==> src/rtl/hdf_pkg.sv <==
// Shared constants for the HDLC DMA and FIFO interface block.
package hdf_pkg;
    // =========================================================
    // Sizes
    localparam int HDF_DATA_W = 8;
    localparam int HDF_HALF_BYTES = 32;
    localparam int HDF_FIFO_BYTES = 64;
    localparam int HDF_IN_DEPTH = 16;
    localparam int HDF_CNT_W = 7;
    localparam int HDF_PTR_W = 6;
    localparam int HDF_MAX_SHORT_FRAMES = 17;
    localparam int HDF_FRM_W = 5;
    localparam int HDF_NUM_CH = 2;
    // =========================================================
    // Reset values
    localparam logic HDF_DMA_MODE_RST = 1'b0;
endpackage

==> src/rtl/hdf_fifo.sv <==
// Parameterised valid/ready FIFO used on the receive data path.
`timescale 1ns/1ps
`default_nettype none
module hdf_fifo #(
    parameter int WIDTH = 9,
    parameter int DEPTH = 16
) (
    input wire logic i_clk_sys,
    input wire logic i_sys_rst,
    input wire logic i_in_valid,
    output logic o_in_ready,
    input wire logic [WIDTH-1:0] i_in_data,
    output logic o_out_valid,
    input wire logic i_out_ready,
    output logic [WIDTH-1:0] o_out_data
);
    localparam int AW = $clog2(DEPTH);
    typedef struct packed {
        logic [AW-1:0] wr;
        logic [AW-1:0] rd;
        logic [AW:0] cnt;
    } hdf_fifo_st_t;
    hdf_fifo_st_t st_reg, st_next;
    logic [WIDTH-1:0] mem [DEPTH];
    logic push, pop;

    assign o_in_ready = (st_reg.cnt != (AW+1)'(DEPTH));
    assign o_out_valid = (st_reg.cnt != '0);
    assign o_out_data = mem[st_reg.rd];
    assign push = i_in_valid && o_in_ready;
    assign pop = o_out_valid && i_out_ready;

    always_comb begin
        st_next = st_reg;
        if (push) begin
            st_next.wr = st_reg.wr + 1'b1;
        end
        if (pop) begin
            st_next.rd = st_reg.rd + 1'b1;
        end
        st_next.cnt = st_reg.cnt + (AW+1)'(push) - (AW+1)'(pop);
        if (i_sys_rst) begin
            st_next = '0;
        end
    end

    always_ff @(posedge i_clk_sys) begin
        st_reg <= st_next;
        if (push) begin
            mem[st_reg.wr] <= i_in_data;
        end
    end
endmodule
`default_nettype wire

==> src/rtl/hdf_dma_if.sv <==
// DMA request logic and split 64-byte transmit and receive FIFOs for two channels.
// How it works
// - Two channels, each with transmit request, receive request and acknowledge.
// - Requests are levels held while the FIFO still needs transfers.
// - With acknowledge high, a bus cycle reaches the FIFO top without address.
// - Request drops as soon as the final cycle of the block starts.
// - Transmit request stays up until a write cycle clears it.
// - Data moves in blocks of at most 32 bytes.
// - Each FIFO is 64 bytes in two halves; one half visible at a time.
// - After 32 received bytes, raise pool-full or the receive request.
// - Receive block held until command release or the DMA read of its last byte (32 for a full block, fewer for a frame tail).
// - In interrupt mode the visible block can be reread until released.
// - Long frames keep requesting successive 32-byte blocks.
// - Receive FIFO holds up to 17 short frames.
// - Address field not stored; control first, status byte after each frame.
// - Reset gives interrupt mode; a per-channel bit selects DMA mode (here the mode is the i_dma_mode input, which reset does not touch).
// - Pool-full only in interrupt mode; DMA message end after full readout.
// - Frame overflow when the FIFO is full at a new frame start.
`timescale 1ns/1ps
`default_nettype none
module hdf_dma_if
    import hdf_pkg::*;
(
    input wire logic i_clk_sys,
    input wire logic i_sys_rst,
    // Per-channel configuration.
    input wire logic [HDF_NUM_CH-1:0] i_dma_mode,
    input wire logic [HDF_NUM_CH-1:0] i_rx_message_complete_cmd,
    // Bus side, asynchronous strobes from the pins.
    input wire logic [HDF_NUM_CH-1:0] i_dma_acknowledge_in,
    input wire logic [HDF_NUM_CH-1:0] i_fifo_sel,
    input wire logic i_bus_rd,
    input wire logic i_bus_wr,
    input wire logic [HDF_DATA_W-1:0] i_bus_wdata,
    output logic [HDF_DATA_W-1:0] o_bus_rdata,
    output logic [HDF_NUM_CH-1:0] o_tx_dma_request,
    output logic [HDF_NUM_CH-1:0] o_rx_dma_request,
    // Serial engine side.
    input wire logic [HDF_NUM_CH-1:0] i_tx_need,
    input wire logic [HDF_NUM_CH-1:0] i_tx_pop,
    output logic [HDF_NUM_CH*HDF_DATA_W-1:0] o_tx_data,
    output logic [HDF_NUM_CH-1:0] o_tx_avail,
    input wire logic [HDF_NUM_CH-1:0] i_rx_valid,
    output logic [HDF_NUM_CH-1:0] o_rx_ready,
    input wire logic [HDF_NUM_CH*HDF_DATA_W-1:0] i_rx_data,
    input wire logic [HDF_NUM_CH-1:0] i_rx_is_addr,
    input wire logic [HDF_NUM_CH-1:0] i_rx_frame_start,
    input wire logic [HDF_NUM_CH-1:0] i_rx_frame_end,
    input wire logic [HDF_NUM_CH*HDF_DATA_W-1:0] i_rx_status,
    // Events.
    output logic [HDF_NUM_CH-1:0] o_rx_pool_full_irq,
    output logic [HDF_NUM_CH-1:0] o_rx_message_end_irq,
    output logic [HDF_NUM_CH-1:0] o_rx_frame_overflow_irq
);
    // =========================================================
    // Strobe synchronisers
    typedef struct packed {
        logic [2:0] rd;
        logic [2:0] wr;
        logic rd_f;
        logic wr_f;
    } hdf_sync_t;
    hdf_sync_t sy_reg, sy_next;
    logic rd_ev, wr_ev;

    always_comb begin
        sy_next = sy_reg;
        sy_next.rd = {sy_reg.rd[1:0], i_bus_rd};
        sy_next.wr = {sy_reg.wr[1:0], i_bus_wr};
        if (sy_reg.rd[1] == sy_reg.rd[2]) begin
            sy_next.rd_f = sy_reg.rd[2];
        end
        if (sy_reg.wr[1] == sy_reg.wr[2]) begin
            sy_next.wr_f = sy_reg.wr[2];
        end
        if (i_sys_rst) begin
            sy_next = '0;
        end
    end

    always_ff @(posedge i_clk_sys) begin
        sy_reg <= sy_next;
    end

    // Start of a bus cycle once filtered.
    assign rd_ev = (sy_reg.rd[1] == sy_reg.rd[2]) && sy_reg.rd[2] && !sy_reg.rd_f;
    assign wr_ev = (sy_reg.wr[1] == sy_reg.wr[2]) && sy_reg.wr[2] && !sy_reg.wr_f;

    logic [HDF_NUM_CH*HDF_DATA_W-1:0] rdata_ch;

    // =========================================================
    // Per-channel logic
    genvar gc;
    generate
        for (gc = 0; gc < HDF_NUM_CH; gc++) begin : g_ch
            typedef struct packed {
                logic [HDF_PTR_W-1:0] tx_wr;
                logic [HDF_PTR_W-1:0] tx_rd;
                logic [HDF_CNT_W-1:0] tx_cnt;
                logic [HDF_CNT_W-1:0] tx_blk;
                logic [HDF_PTR_W-1:0] rx_wr;
                logic [HDF_PTR_W-1:0] rx_base;
                logic [HDF_CNT_W-1:0] rx_cnt;
                logic [HDF_CNT_W-1:0] rx_vis;
                logic [HDF_CNT_W-1:0] rx_rd;
                logic rx_vis_end;
                logic [HDF_FRM_W-1:0] frames;
                logic in_frame;
                logic st_pend;
                logic pf;
                logic me;
                logic ov;
                logic [HDF_DATA_W-1:0] rdata;
            } hdf_ch_t;
            hdf_ch_t c_reg, c_next;
            logic [HDF_DATA_W-1:0] tx_mem [HDF_FIFO_BYTES];
            logic [HDF_DATA_W-1:0] rx_mem [HDF_FIFO_BYTES];
            logic sel, rd_c, wr_c, dma;
            logic q_valid, q_ready, q_take, q_last;
            logic [HDF_DATA_W:0] q_data;
            logic wr_rx, last_rd, rx_free, released;
            logic [HDF_DATA_W-1:0] wdat;

            assign dma = i_dma_mode[gc];
            assign sel = i_dma_acknowledge_in[gc] || i_fifo_sel[gc];
            assign rd_c = rd_ev && sel;
            assign wr_c = wr_ev && sel;

            hdf_fifo #(
                .WIDTH(HDF_DATA_W + 1),
                .DEPTH(HDF_IN_DEPTH)
            ) u_rx_in (
                .i_clk_sys(i_clk_sys),
                .i_sys_rst(i_sys_rst),
                .i_in_valid(i_rx_valid[gc] && !i_rx_is_addr[gc]),
                .o_in_ready(o_rx_ready[gc]),
                .i_in_data({i_rx_frame_end[gc],
                    i_rx_data[gc*HDF_DATA_W +: HDF_DATA_W]}),
                .o_out_valid(q_valid),
                .i_out_ready(q_ready),
                .o_out_data(q_data)
            );

            // A frame end byte is followed by a status byte.
            assign rx_free = (c_reg.rx_cnt != HDF_CNT_W'(HDF_FIFO_BYTES));
            assign q_ready = rx_free && !c_reg.st_pend;
            assign q_take = q_valid && q_ready;
            assign q_last = q_data[HDF_DATA_W];
            assign wr_rx = q_take || (c_reg.st_pend && rx_free);
            assign wdat = c_reg.st_pend ? i_rx_status[gc*HDF_DATA_W +: HDF_DATA_W]
                : q_data[HDF_DATA_W-1:0];
            assign last_rd = rd_c && dma
                && (c_reg.rx_rd + 1'b1 == c_reg.rx_vis);
            assign released = dma ? last_rd : i_rx_message_complete_cmd[gc];

            always_comb begin
                c_next = c_reg;
                c_next.pf = 1'b0;
                c_next.me = 1'b0;
                c_next.ov = 1'b0;
                // Transmit side: bus writes fill a block of up to 32 bytes.
                if (wr_c && c_reg.tx_cnt != HDF_CNT_W'(HDF_FIFO_BYTES)) begin
                    c_next.tx_wr = c_reg.tx_wr + 1'b1;
                    c_next.tx_blk = c_reg.tx_blk + 1'b1;
                end
                if (i_tx_pop[gc] && c_reg.tx_cnt != '0) begin
                    c_next.tx_rd = c_reg.tx_rd + 1'b1;
                end
                c_next.tx_cnt = c_reg.tx_cnt
                    + HDF_CNT_W'(c_next.tx_wr != c_reg.tx_wr)
                    - HDF_CNT_W'(c_next.tx_rd != c_reg.tx_rd);
                if (c_reg.tx_blk == HDF_CNT_W'(HDF_HALF_BYTES)
                    && c_reg.tx_cnt <= HDF_CNT_W'(HDF_HALF_BYTES)) begin
                    c_next.tx_blk = '0;
                end
                // Receive side: fill the far half.
                if (wr_rx) begin
                    c_next.rx_wr = c_reg.rx_wr + 1'b1;
                    c_next.st_pend = q_take && q_last && !c_reg.st_pend;
                end
                if (i_rx_frame_start[gc]) begin
                    if (!rx_free || c_reg.frames == HDF_FRM_W'(HDF_MAX_SHORT_FRAMES)) begin
                        c_next.ov = 1'b1;
                    end
                    c_next.in_frame = 1'b1;
                end
                if (c_reg.st_pend && rx_free) begin
                    c_next.frames = c_reg.frames + 1'b1;
                    c_next.in_frame = 1'b0;
                end
                // Visible block read.
                if (rd_c && c_reg.rx_vis != '0) begin
                    c_next.rdata = rx_mem[c_reg.rx_base + HDF_PTR_W'(c_reg.rx_rd)];
                    c_next.rx_rd = (c_reg.rx_rd + 1'b1 == c_reg.rx_vis && !dma)
                        ? '0 : c_reg.rx_rd + 1'b1;
                end
                c_next.rx_cnt = c_reg.rx_cnt + HDF_CNT_W'(wr_rx);
                if (c_reg.rx_vis != '0 && released) begin
                    c_next.rx_base = c_reg.rx_base + HDF_PTR_W'(c_reg.rx_vis);
                    c_next.rx_cnt = c_reg.rx_cnt + HDF_CNT_W'(wr_rx) - c_reg.rx_vis;
                    c_next.rx_vis = '0;
                    c_next.rx_rd = '0;
                    if (c_reg.rx_vis_end) begin
                        c_next.frames = c_next.frames - 1'b1;
                        c_next.me = dma;
                    end
                end else if (c_reg.rx_vis == '0) begin
                    // Present a full block or a finished frame tail.
                    if (c_reg.rx_cnt >= HDF_CNT_W'(HDF_HALF_BYTES)) begin
                        c_next.rx_vis = HDF_CNT_W'(HDF_HALF_BYTES);
                        c_next.rx_vis_end = (c_reg.frames != '0) && !c_reg.in_frame;
                        c_next.pf = !dma && c_reg.in_frame;
                        c_next.me = !dma && !c_reg.in_frame;
                    end else if (c_reg.frames != '0 && c_reg.rx_cnt != '0) begin
                        c_next.rx_vis = c_reg.rx_cnt;
                        c_next.rx_vis_end = 1'b1;
                        c_next.me = !dma;
                    end
                end
                if (i_sys_rst) begin
                    c_next = '0;
                end
            end

            always_ff @(posedge i_clk_sys) begin
                c_reg <= c_next;
                if (wr_c && c_reg.tx_cnt != HDF_CNT_W'(HDF_FIFO_BYTES)) begin
                    tx_mem[c_reg.tx_wr] <= i_bus_wdata;
                end
                if (wr_rx) begin
                    rx_mem[c_reg.rx_wr] <= wdat;
                end
            end

            // Requests fall on the start of the cycle that empties the demand.
            assign o_tx_dma_request[gc] = dma && i_tx_need[gc] && !wr_c
                && c_reg.tx_blk < HDF_CNT_W'(HDF_HALF_BYTES - 1)
                && c_reg.tx_cnt <= HDF_CNT_W'(HDF_HALF_BYTES)
                || dma && i_tx_need[gc] && !wr_c
                && c_reg.tx_blk == HDF_CNT_W'(HDF_HALF_BYTES - 1);
            assign o_rx_dma_request[gc] = dma && c_reg.rx_vis != '0 && !last_rd;
            assign o_tx_data[gc*HDF_DATA_W +: HDF_DATA_W] = tx_mem[c_reg.tx_rd];
            assign o_tx_avail[gc] = c_reg.tx_cnt != '0;
            assign rdata_ch[gc*HDF_DATA_W +: HDF_DATA_W] = c_reg.rdata;
            assign o_rx_pool_full_irq[gc] = c_reg.pf;
            assign o_rx_message_end_irq[gc] = c_reg.me;
            assign o_rx_frame_overflow_irq[gc] = c_reg.ov;

            chk_pf_dma_off: assert property (@(posedge i_clk_sys) disable iff (i_sys_rst)
                dma |=> !c_reg.pf || !$past(dma))
                else $error("Pool-full raised in DMA mode.");
            chk_rxreq_drop: assert property (@(posedge i_clk_sys) disable iff (i_sys_rst)
                last_rd |-> !o_rx_dma_request[gc])
                else $error("Receive request held through last read.");
            chk_dma_release: assert property (@(posedge i_clk_sys) disable iff (i_sys_rst)
                last_rd && !i_sys_rst |=> c_reg.rx_vis == '0)
                else $error("Block not released after last DMA read.");
            chk_rx_cap: assert property (@(posedge i_clk_sys) disable iff (i_sys_rst)
                c_reg.rx_cnt <= HDF_CNT_W'(HDF_FIFO_BYTES))
                else $error("Receive FIFO over 64 bytes.");
            chk_blk_size: assert property (@(posedge i_clk_sys) disable iff (i_sys_rst)
                c_reg.rx_vis <= HDF_CNT_W'(HDF_HALF_BYTES))
                else $error("Visible block above 32 bytes.");
            chk_frame_cap: assert property (@(posedge i_clk_sys) disable iff (i_sys_rst)
                c_reg.frames <= HDF_FRM_W'(HDF_MAX_SHORT_FRAMES))
                else $error("More than 17 frames stored.");
            chk_int_mode: assert property (@(posedge i_clk_sys) disable iff (i_sys_rst)
                !dma |-> !o_rx_dma_request[gc] && !o_tx_dma_request[gc])
                else $error("Request raised in interrupt mode.");
            chk_reread: assert property (@(posedge i_clk_sys) disable iff (i_sys_rst)
                !dma && c_reg.rx_vis != '0 && !released |=> c_reg.rx_vis != '0)
                else $error("Interrupt-mode block dropped without command.");
            chk_txreq_drop: assert property (@(posedge i_clk_sys) disable iff (i_sys_rst)
                wr_c |-> !o_tx_dma_request[gc])
                else $error("Transmit request held through a write start.");
            chk_tx_cap: assert property (@(posedge i_clk_sys) disable iff (i_sys_rst)
                c_reg.tx_cnt <= HDF_CNT_W'(HDF_FIFO_BYTES))
                else $error("Transmit FIFO over 64 bytes.");
            chk_overflow: assert property (@(posedge i_clk_sys) disable iff (i_sys_rst)
                i_rx_frame_start[gc] && !rx_free |=> c_reg.ov)
                else $error("Overflow not flagged.");
        end
    endgenerate

    // =========================================================
    // Read data return
    always_comb begin
        o_bus_rdata = rdata_ch[HDF_DATA_W-1:0];
        if (i_dma_acknowledge_in[1] || i_fifo_sel[1]) begin
            o_bus_rdata = rdata_ch[HDF_DATA_W +: HDF_DATA_W];
        end
    end
endmodule
`default_nettype wire

==> config.mk <==
export PLATFORM = sky130hd
export DESIGN_NAME = hdf_dma_if
export DESIGN_NICKNAME = d
export VERILOG_FILES = /design/src/rtl/hdf_pkg.sv /design/src/rtl/hdf_fifo.sv /design/src/rtl/hdf_dma_if.sv
export SDC_FILE = /design/constraint.sdc
export NUM_CORES = 2
export LEC_CHECK = 0
export ABC_AREA = 1
export BUFFER_PORTS_ARGS = -buffer_cell sky130_fd_sc_hd__buf_2
export CORE_MARGIN = 2
export CORE_UTILIZATION = 38
export CTS_CLUSTER_SIZE = 14
export DETAILED_ROUTE_END_ITERATION = 12
export GPL_TIMING_DRIVEN = 0
export PLACE_DENSITY = 0.57
export SLEW_MARGIN = 15
export SYNTH_ARGS = -nofsm -noshare
export SYNTH_HDL_FRONTEND = slang
export SYNTH_SLANG_ARGS = --single-unit
==> constraint.sdc <==
create_clock -name i_clk_sys -period 4.6 [get_ports i_clk_sys]
set_input_delay 0.23 -clock i_clk_sys [delete_from_list [all_inputs] [get_ports i_clk_sys]]
set_output_delay 0.23 -clock i_clk_sys [all_outputs]
set_load 0.01 [all_outputs]
Word level (Yosys, flattened, before mapping)
Memories as Yosys holds them, arrays and structs flattened. A register that Yosys moved wholly into a read port is not among the register bits.
Index checks and enable logic that the tools add are counted.
- add/sub/neg operators: 34
- $lt $le $gt $ge: 6
- eq/ne operators: 20
- multiplexer cells: 59
- bitwise operators: 8
- reductions and logical operators: 112
- operators with widths (operator ; count):
    $logic_and A1 B1 Y1 ; 60
    $mux W7 ; 8
    $mux W6 ; 8
    $reduce_bool A7 Y1 ; 6
    $add A6 B1 Y6 const B ; 6
    $mux W1 ; 32
    $add A7 B1 Y7 ; 4
    $add A7 B1 Y7 const B ; 4
    $ne A7 B7 Y1 const B ; 4
    $add A6 B6 Y6 ; 4
    $mux W8 ; 3
    $ne A6 B6 Y1 ; 4
    $mux W5 ; 4
    $reduce_bool A5 Y1 ; 4
    $add A4 B1 Y4 const B ; 4
    $logic_not A1 Y1 ; 16
    $mux W4 ; 4
    $reduce_or A2 Y1 ; 8
    $eq A7 B5 Y1 const B ; 2
    $eq A7 B6 Y1 const B ; 2
    $eq A7 B7 Y1 ; 2
    $ge A7 B6 Y1 const B ; 2
    $le A7 B6 Y1 const B ; 2
    $logic_not A7 Y1 ; 2
    16 further kinds ; 44
- register bits after elaboration: 174
- bits in writable memories: 2336
- memories: 6
- memory list (name ; words ; width ; rd ports ; clocked after Yosys merged registers in ; write ports ; RTL line ; RTL):
    g_ch[0].rx_mem ; 64 ; 8 ; 1 ; 1 ; 1 ; hdf_dma_if.sv:117 ; logic [HDF_DATA_W-1:0] rx_mem [HDF_FIFO_BYTES];
    g_ch[0].tx_mem ; 64 ; 8 ; 1 ; 1 ; 1 ; hdf_dma_if.sv:116 ; logic [HDF_DATA_W-1:0] tx_mem [HDF_FIFO_BYTES];
    g_ch[1].rx_mem ; 64 ; 8 ; 1 ; 1 ; 1 ; hdf_dma_if.sv:117 ;
    g_ch[1].tx_mem ; 64 ; 8 ; 1 ; 1 ; 1 ; hdf_dma_if.sv:116 ;
    g_ch[0].u_rx_in.mem ; 16 ; 9 ; 1 ; 1 ; 1 ; hdf_fifo.sv:24 ; logic [WIDTH-1:0] mem [DEPTH];
    g_ch[1].u_rx_in.mem ; 16 ; 9 ; 1 ; 1 ; 1 ; hdf_fifo.sv:24 ;

Depth between registers and ports, before layout
- word-level depth: 10
- mapped depth: 21

Cells and area by module
From an unflattened synthesis, not the netlist that was laid out.
- cells, all modules: 9527
- area total of the unflattened synthesis: 107096.5 µm²
- by module, submodules not included (module ; instances ; cells an instance ; area each (µm²)):
    hdf_dma_if ; 1 ; 8099 ; 92742.7
    hdf_fifo ; 2 ; 714 ; 7176.9

Worst setup path before layout
No wires, ideal clock.
- kind: register to register
- start point: register (tool-made name)
- end point: memory g_ch[1].rx_mem[0][0], data pin
- arrival time: 3.229 ns
- required time: 4.012 ns
- setup slack: 0.783 ns
- stages on the path, launching flop included: 8
- path buffers: 2
- clock period less this slack: 3.817 ns
- path through: dfxtp_1 > inv_1 > clkbuf_1 > clkbuf_1 > o21ai_0 > o221ai_1 > nand3_1 > a31oi_1
- RTL lines (element ; RTL line):
    end, declared ; hdf_dma_if.sv:117

==> qor.log <==
qor: synth.synth.net_count 9265
qor: sta.skew 0.0566 ns
qor: synth.synthTopCellsByArea sky130_fd_sc_hd__edfxtp_1 (67%), sky130_fd_sc_hd__nor2_1 (7.1%), sky130_fd_sc_hd__o21ai_0 (6.0%), sky130_fd_sc_hd__dfxtp_1 (3.8%), sky130_fd_sc_hd__nand2_1 (3.4%)
qor: sta.finalCritPeriodShare 96.9%
qor: sta.max_slew.worst_pin.slew 1.22 ns
qor: final_layout.post_route_cells_drive_above_1_share 7.90%
qor: global_route.grt_antenna_before_repair 26
qor: power.power_frac_seq 41.2%
qor: sta.grt_setup_unrepaired false
qor: clocking.root_buffer sky130_fd_sc_hd__clkbuf_16
qor: clocking.tritoncts done
qor: routing.wl 343000 microns
qor: placement.gp_congestion 0.960
qor: worst_setup_path.worst-path-buf-inv 3
qor: routing.remaining_drc_errors 0
qor: die.effective_utilization_at_floorplan 38.3%
qor: synth.synth-main-ff-cell sky130_fd_sc_hd__edfxtp_1
qor: synth.ys_seq_elements 2534
qor: status.status complete, no violations
qor: sta.hold_viol_final 0
qor: power.p_sw_share 33.2%
qor: synth.synth_top_area_share 66.9%
qor: worst_setup_path.critPathSlowestCell sky130_fd_sc_hd__clkbuf_1
qor: final_layout.layout_common_cells sky130_fd_sc_hd__edfxtp_1 (2336), sky130_fd_sc_hd__nor2_1 (1973), sky130_fd_sc_hd__o21ai_0 (1252), sky130_fd_sc_hd__nand2_1 (961), sky130_fd_sc_hd__nand3_1 (522)
qor: routing.drt_first_iter_violations 9781
qor: final_layout.layout-area-overhead-vs-synth 15.4%
qor: sta.drv_slew 0
qor: synth.synth_cells 9089
qor: global_route.wire_length_of_the_first_global_routing_pass 490000 microns
qor: die.die-area 280000 sq um
qor: clocking.cts_max_path_bufs 4
qor: worst_setup_path.worst_path_dominant_cell_family buffers and inverters
qor: final_layout.mostFrequentLayoutCell sky130_fd_sc_hd__edfxtp_1
qor: clocking.clkLatencyLatePin 0.88 ns
qor: worst_setup_path.crit_path_end_kind primary output
qor: worst_setup_path.crit_path_start g_ch[1].c_reg[68]$_SDFF_PP0_
qor: worst_setup_path.timing.critical_path.from_type register
qor: worst_setup_path.critical_path.most_common_cell sky130_fd_sc_hd__clkbuf_1
qor: sta.setup_viol 0
qor: power.power-per-cell-area 570 nW/um^2
qor: synth.synthArstFlopShare 0%
qor: synth.synthesis.area 105000 sq um
qor: placement.portBuffers 101
qor: worst_setup_path.critical_path.reg2reg.startpoint g_ch[1].c_reg[61]$_SDFF_PP0_
qor: worst_hold_path.holdPathStages 3
qor: sta.finalCriticalPeriod 4.46 ns
qor: clocking.clock_tree_sinks 2534
qor: sta.setup-tns-final 0 ns
qor: worst_setup_path.crit_path_cell_trace clkbuf_1, clkbuf_1, o221ai_1, o211ai_1, nand4_1, nand3_1, nand2_1, buf_2
qor: power.power_frac_comb 26.9%
qor: worst_hold_path.worstHoldStart i_rx_status[3]
qor: worst_setup_path.timing_worst_setup_path_type register to primary output
qor: synth.synthDistinctLibCells 53
qor: routing.viasPerCell 5.57
qor: sta.max_freq 224 MHz
qor: placement.dp_hpwl 235000 microns
qor: worst_setup_path.critical_path_cell_count 8
qor: synth.synthesis.area_per_instance 11.5 sq um
qor: synth.ys_warnings 0
qor: sta.fin_hold_ws 0.0631 ns
qor: final_layout.number_of_nets_in_the_layout 9749
qor: run.max_cap_violations 0
qor: synth.synth_sequential_area_ratio 70.7%
qor: global_route.grt.total_usage 23.8%
qor: power.worst_ir_drop_vdd 0.000418 V
qor: worst_setup_path.cp_data_arrival_time 4.23 ns
qor: routing.detailroute.via_count 75100
qor: power.net-switching-power 22.9 mW
qor: global_route.grt_max_degree 97
qor: die.core_rows 192
qor: synth.post-synth-top-area-cell sky130_fd_sc_hd__edfxtp_1
qor: clocking.cts_made_buffers 279
qor: clocking.clk_pin_slew 0.06 ns
qor: worst_setup_path.worst_r2r_path_depth 21
qor: power.power.leakage 41.0 nW
qor: routing.ant_nets 0
qor: worst_setup_path.critical_path.max_stage_delay 0.82 ns
qor: global_route.gr-total-overflow 0
qor: die.floorplan.core_area 274000 sq um
qor: sta.max-slew-margin-rel 18.2%
qor: die.design.portCount 102
qor: worst_setup_path.timing.critical_path.fanout_max 10
qor: routing.drt_pass1_iterations 6
qor: power.internal_power 46.1 mW
qor: clocking.clock_tree.htree_level_count 5
qor: power.p_clk_share 31.8%
qor: die.chipHeight 529 microns
qor: worst_setup_path.worst-endpoint-required 4.37 ns
qor: final_layout.final_util 44.1%
qor: clocking.post-cts-setup-buffer-count 0
qor: global_route.grt_pass1_vias 71000
qor: die.fp.dieW 529 microns
qor: synth.edff_count_synth 2336
qor: worst_hold_path.hold_path_class primary input to register
qor: final_layout.reg_top3 g_ch.rx_mem (1024), g_ch.tx_mem (1024), g_ch.u_rx_in.mem (288)
qor: routing.wire_per_inst 25.5 microns
tightest hold or removal path: stages:
cell	delay, ns
sky130_fd_sc_hd__buf_2	0.12
sky130_fd_sc_hd__nor2_1	0.19
sky130_fd_sc_hd__a31oi_4	0.16
power groups by stage:
stage / Combinational (mW) / Clock (mW) / Sequential, mW
after floorplan: 8.90 / 0 / 29.1
after global placement: 15.1 / 0 / 28.9
after detailed placement: 18.3 / 0 / 28.9
after CTS: 18.4 / 22.2 / 28.4
after global routing: 19.9 / 23.1 / 28.5
final: 18.6 / 22.0 / 28.4
timing repair:
item,4_1_cts,5_1_grt
endpoints found under the setup margin,0,2
hold endpoints to repair,766,0
gates resized for setup,0,3
hold buffers,50,0
path summary, 6_finish.rpt:
path | to | slack, ns
worst max register to register | g_ch[1].c_reg[65]$_SDFF_PP0_ | 0.38
worst min register to register | sy_reg[6]$_SDFF_PP0_ | 0.40
worst min-delay path | g_ch[0].rx_mem[50][3]$_DFFE_PP_ | 0.06
worst max-delay path | o_tx_data[10] | 0.14
layout make-up:
cell class | instances | area (sq um)
Clock buffer | 353 | 7430
Sequential cell | 2534 | 74100
Timing Repair Buffer | 203 | 2390
Buffer | 523 | 2300
Antenna cell | 9 | 22.5
Fill cell | 25100 | 153000
Clock inverter | 137 | 1370
Inverter | 319 | 1200
Multi-Input combinational cell | 5713 | 27600
Tap cell | 3686 | 4610
per-stage QoR:
| step | cells | setup slack (ns) | total power, mW | area [sq um] |
|---|---|---|---|---|
| finish | 13500 | 0.143 | 69.0 | 121000 |
| global route | 13500 | 0.0389 | 71.5 | 121000 |
| CTS | 13500 | 0.0310 | 69.1 | 121000 |
| detailed placement | 12900 | 0.384 | 47.2 | 112000 |
| global placement | 12900 | -4.55 | 44.1 | 110000 |
| floorplan | 9089 | 0.783 | 38.0 | 105000 |
synthesized netlist by cell type (3+ instances only):
library cell / n
sky130_fd_sc_hd__buf_2: 122
sky130_fd_sc_hd__nor2_2: 8
sky130_fd_sc_hd__buf_6: 8
sky130_fd_sc_hd__a32o_1: 3
sky130_fd_sc_hd__o221ai_1: 105
sky130_fd_sc_hd__buf_4: 32
sky130_fd_sc_hd__nand3_2: 3
sky130_fd_sc_hd__inv_2: 17
sky130_fd_sc_hd__a211oi_1: 16
sky130_fd_sc_hd__inv_1: 293
sky130_fd_sc_hd__nand4_1: 69
sky130_fd_sc_hd__a22oi_1: 6
sky130_fd_sc_hd__nor3b_1: 6
sky130_fd_sc_hd__a21oi_1: 194
sky130_fd_sc_hd__o21ai_0: 1252
sky130_fd_sc_hd__nand2_4: 3
sky130_fd_sc_hd__o22ai_1: 215
sky130_fd_sc_hd__nor3_1: 33
sky130_fd_sc_hd__o211ai_1: 57
sky130_fd_sc_hd__nand2_2: 4
sky130_fd_sc_hd__ha_1: 102
sky130_fd_sc_hd__o21bai_1: 5
sky130_fd_sc_hd__nor4_1: 6
sky130_fd_sc_hd__xnor2_1: 17
sky130_fd_sc_hd__clkinv_1: 8
sky130_fd_sc_hd__a31oi_1: 26
sky130_fd_sc_hd__o21ai_1: 42
sky130_fd_sc_hd__clkbuf_1: 321
sky130_fd_sc_hd__buf_1: 40
sky130_fd_sc_hd__o31ai_1: 3
sky130_fd_sc_hd__nor2_1: 1974
sky130_fd_sc_hd__nand3b_1: 6
sky130_fd_sc_hd__edfxtp_1: 2336
sky130_fd_sc_hd__nand3_1: 522
sky130_fd_sc_hd__xor2_1: 46
sky130_fd_sc_hd__dfxtp_1: 198
sky130_fd_sc_hd__fa_1: 10
sky130_fd_sc_hd__nand2_1: 961
metal layers:
| layer | up-vias | wire, microns | GRT usage, % |
|---|---|---|---|
| li1 | 33500 | - | - |
| met1 | 37200 | 144000 | 33.3 |
| met2 | 3681 | 156000 | 37.3 |
| met3 | 688 | 30600 | 3.96 |
| met4 | 18 | 13300 | 8.65 |
| met5 | - | 114 | 0 |
cells by family (layout without fill, tap and decap cells):
logic type,after synthesis,count (layout),share of synthesized area (%)
and+or+nand+nor,3603,3603,13.9
adders and majority gates,112,112,1.41
xor gates and xnor gates,66,66,0.573
buffers and inverters,842,1535,3.33
other,0,9,0
DFF,2534,2534,70.7
AOI/OAI and AO/OA,1932,1932,10.1
No activity file was read; power rests on OpenSTA's default activity.
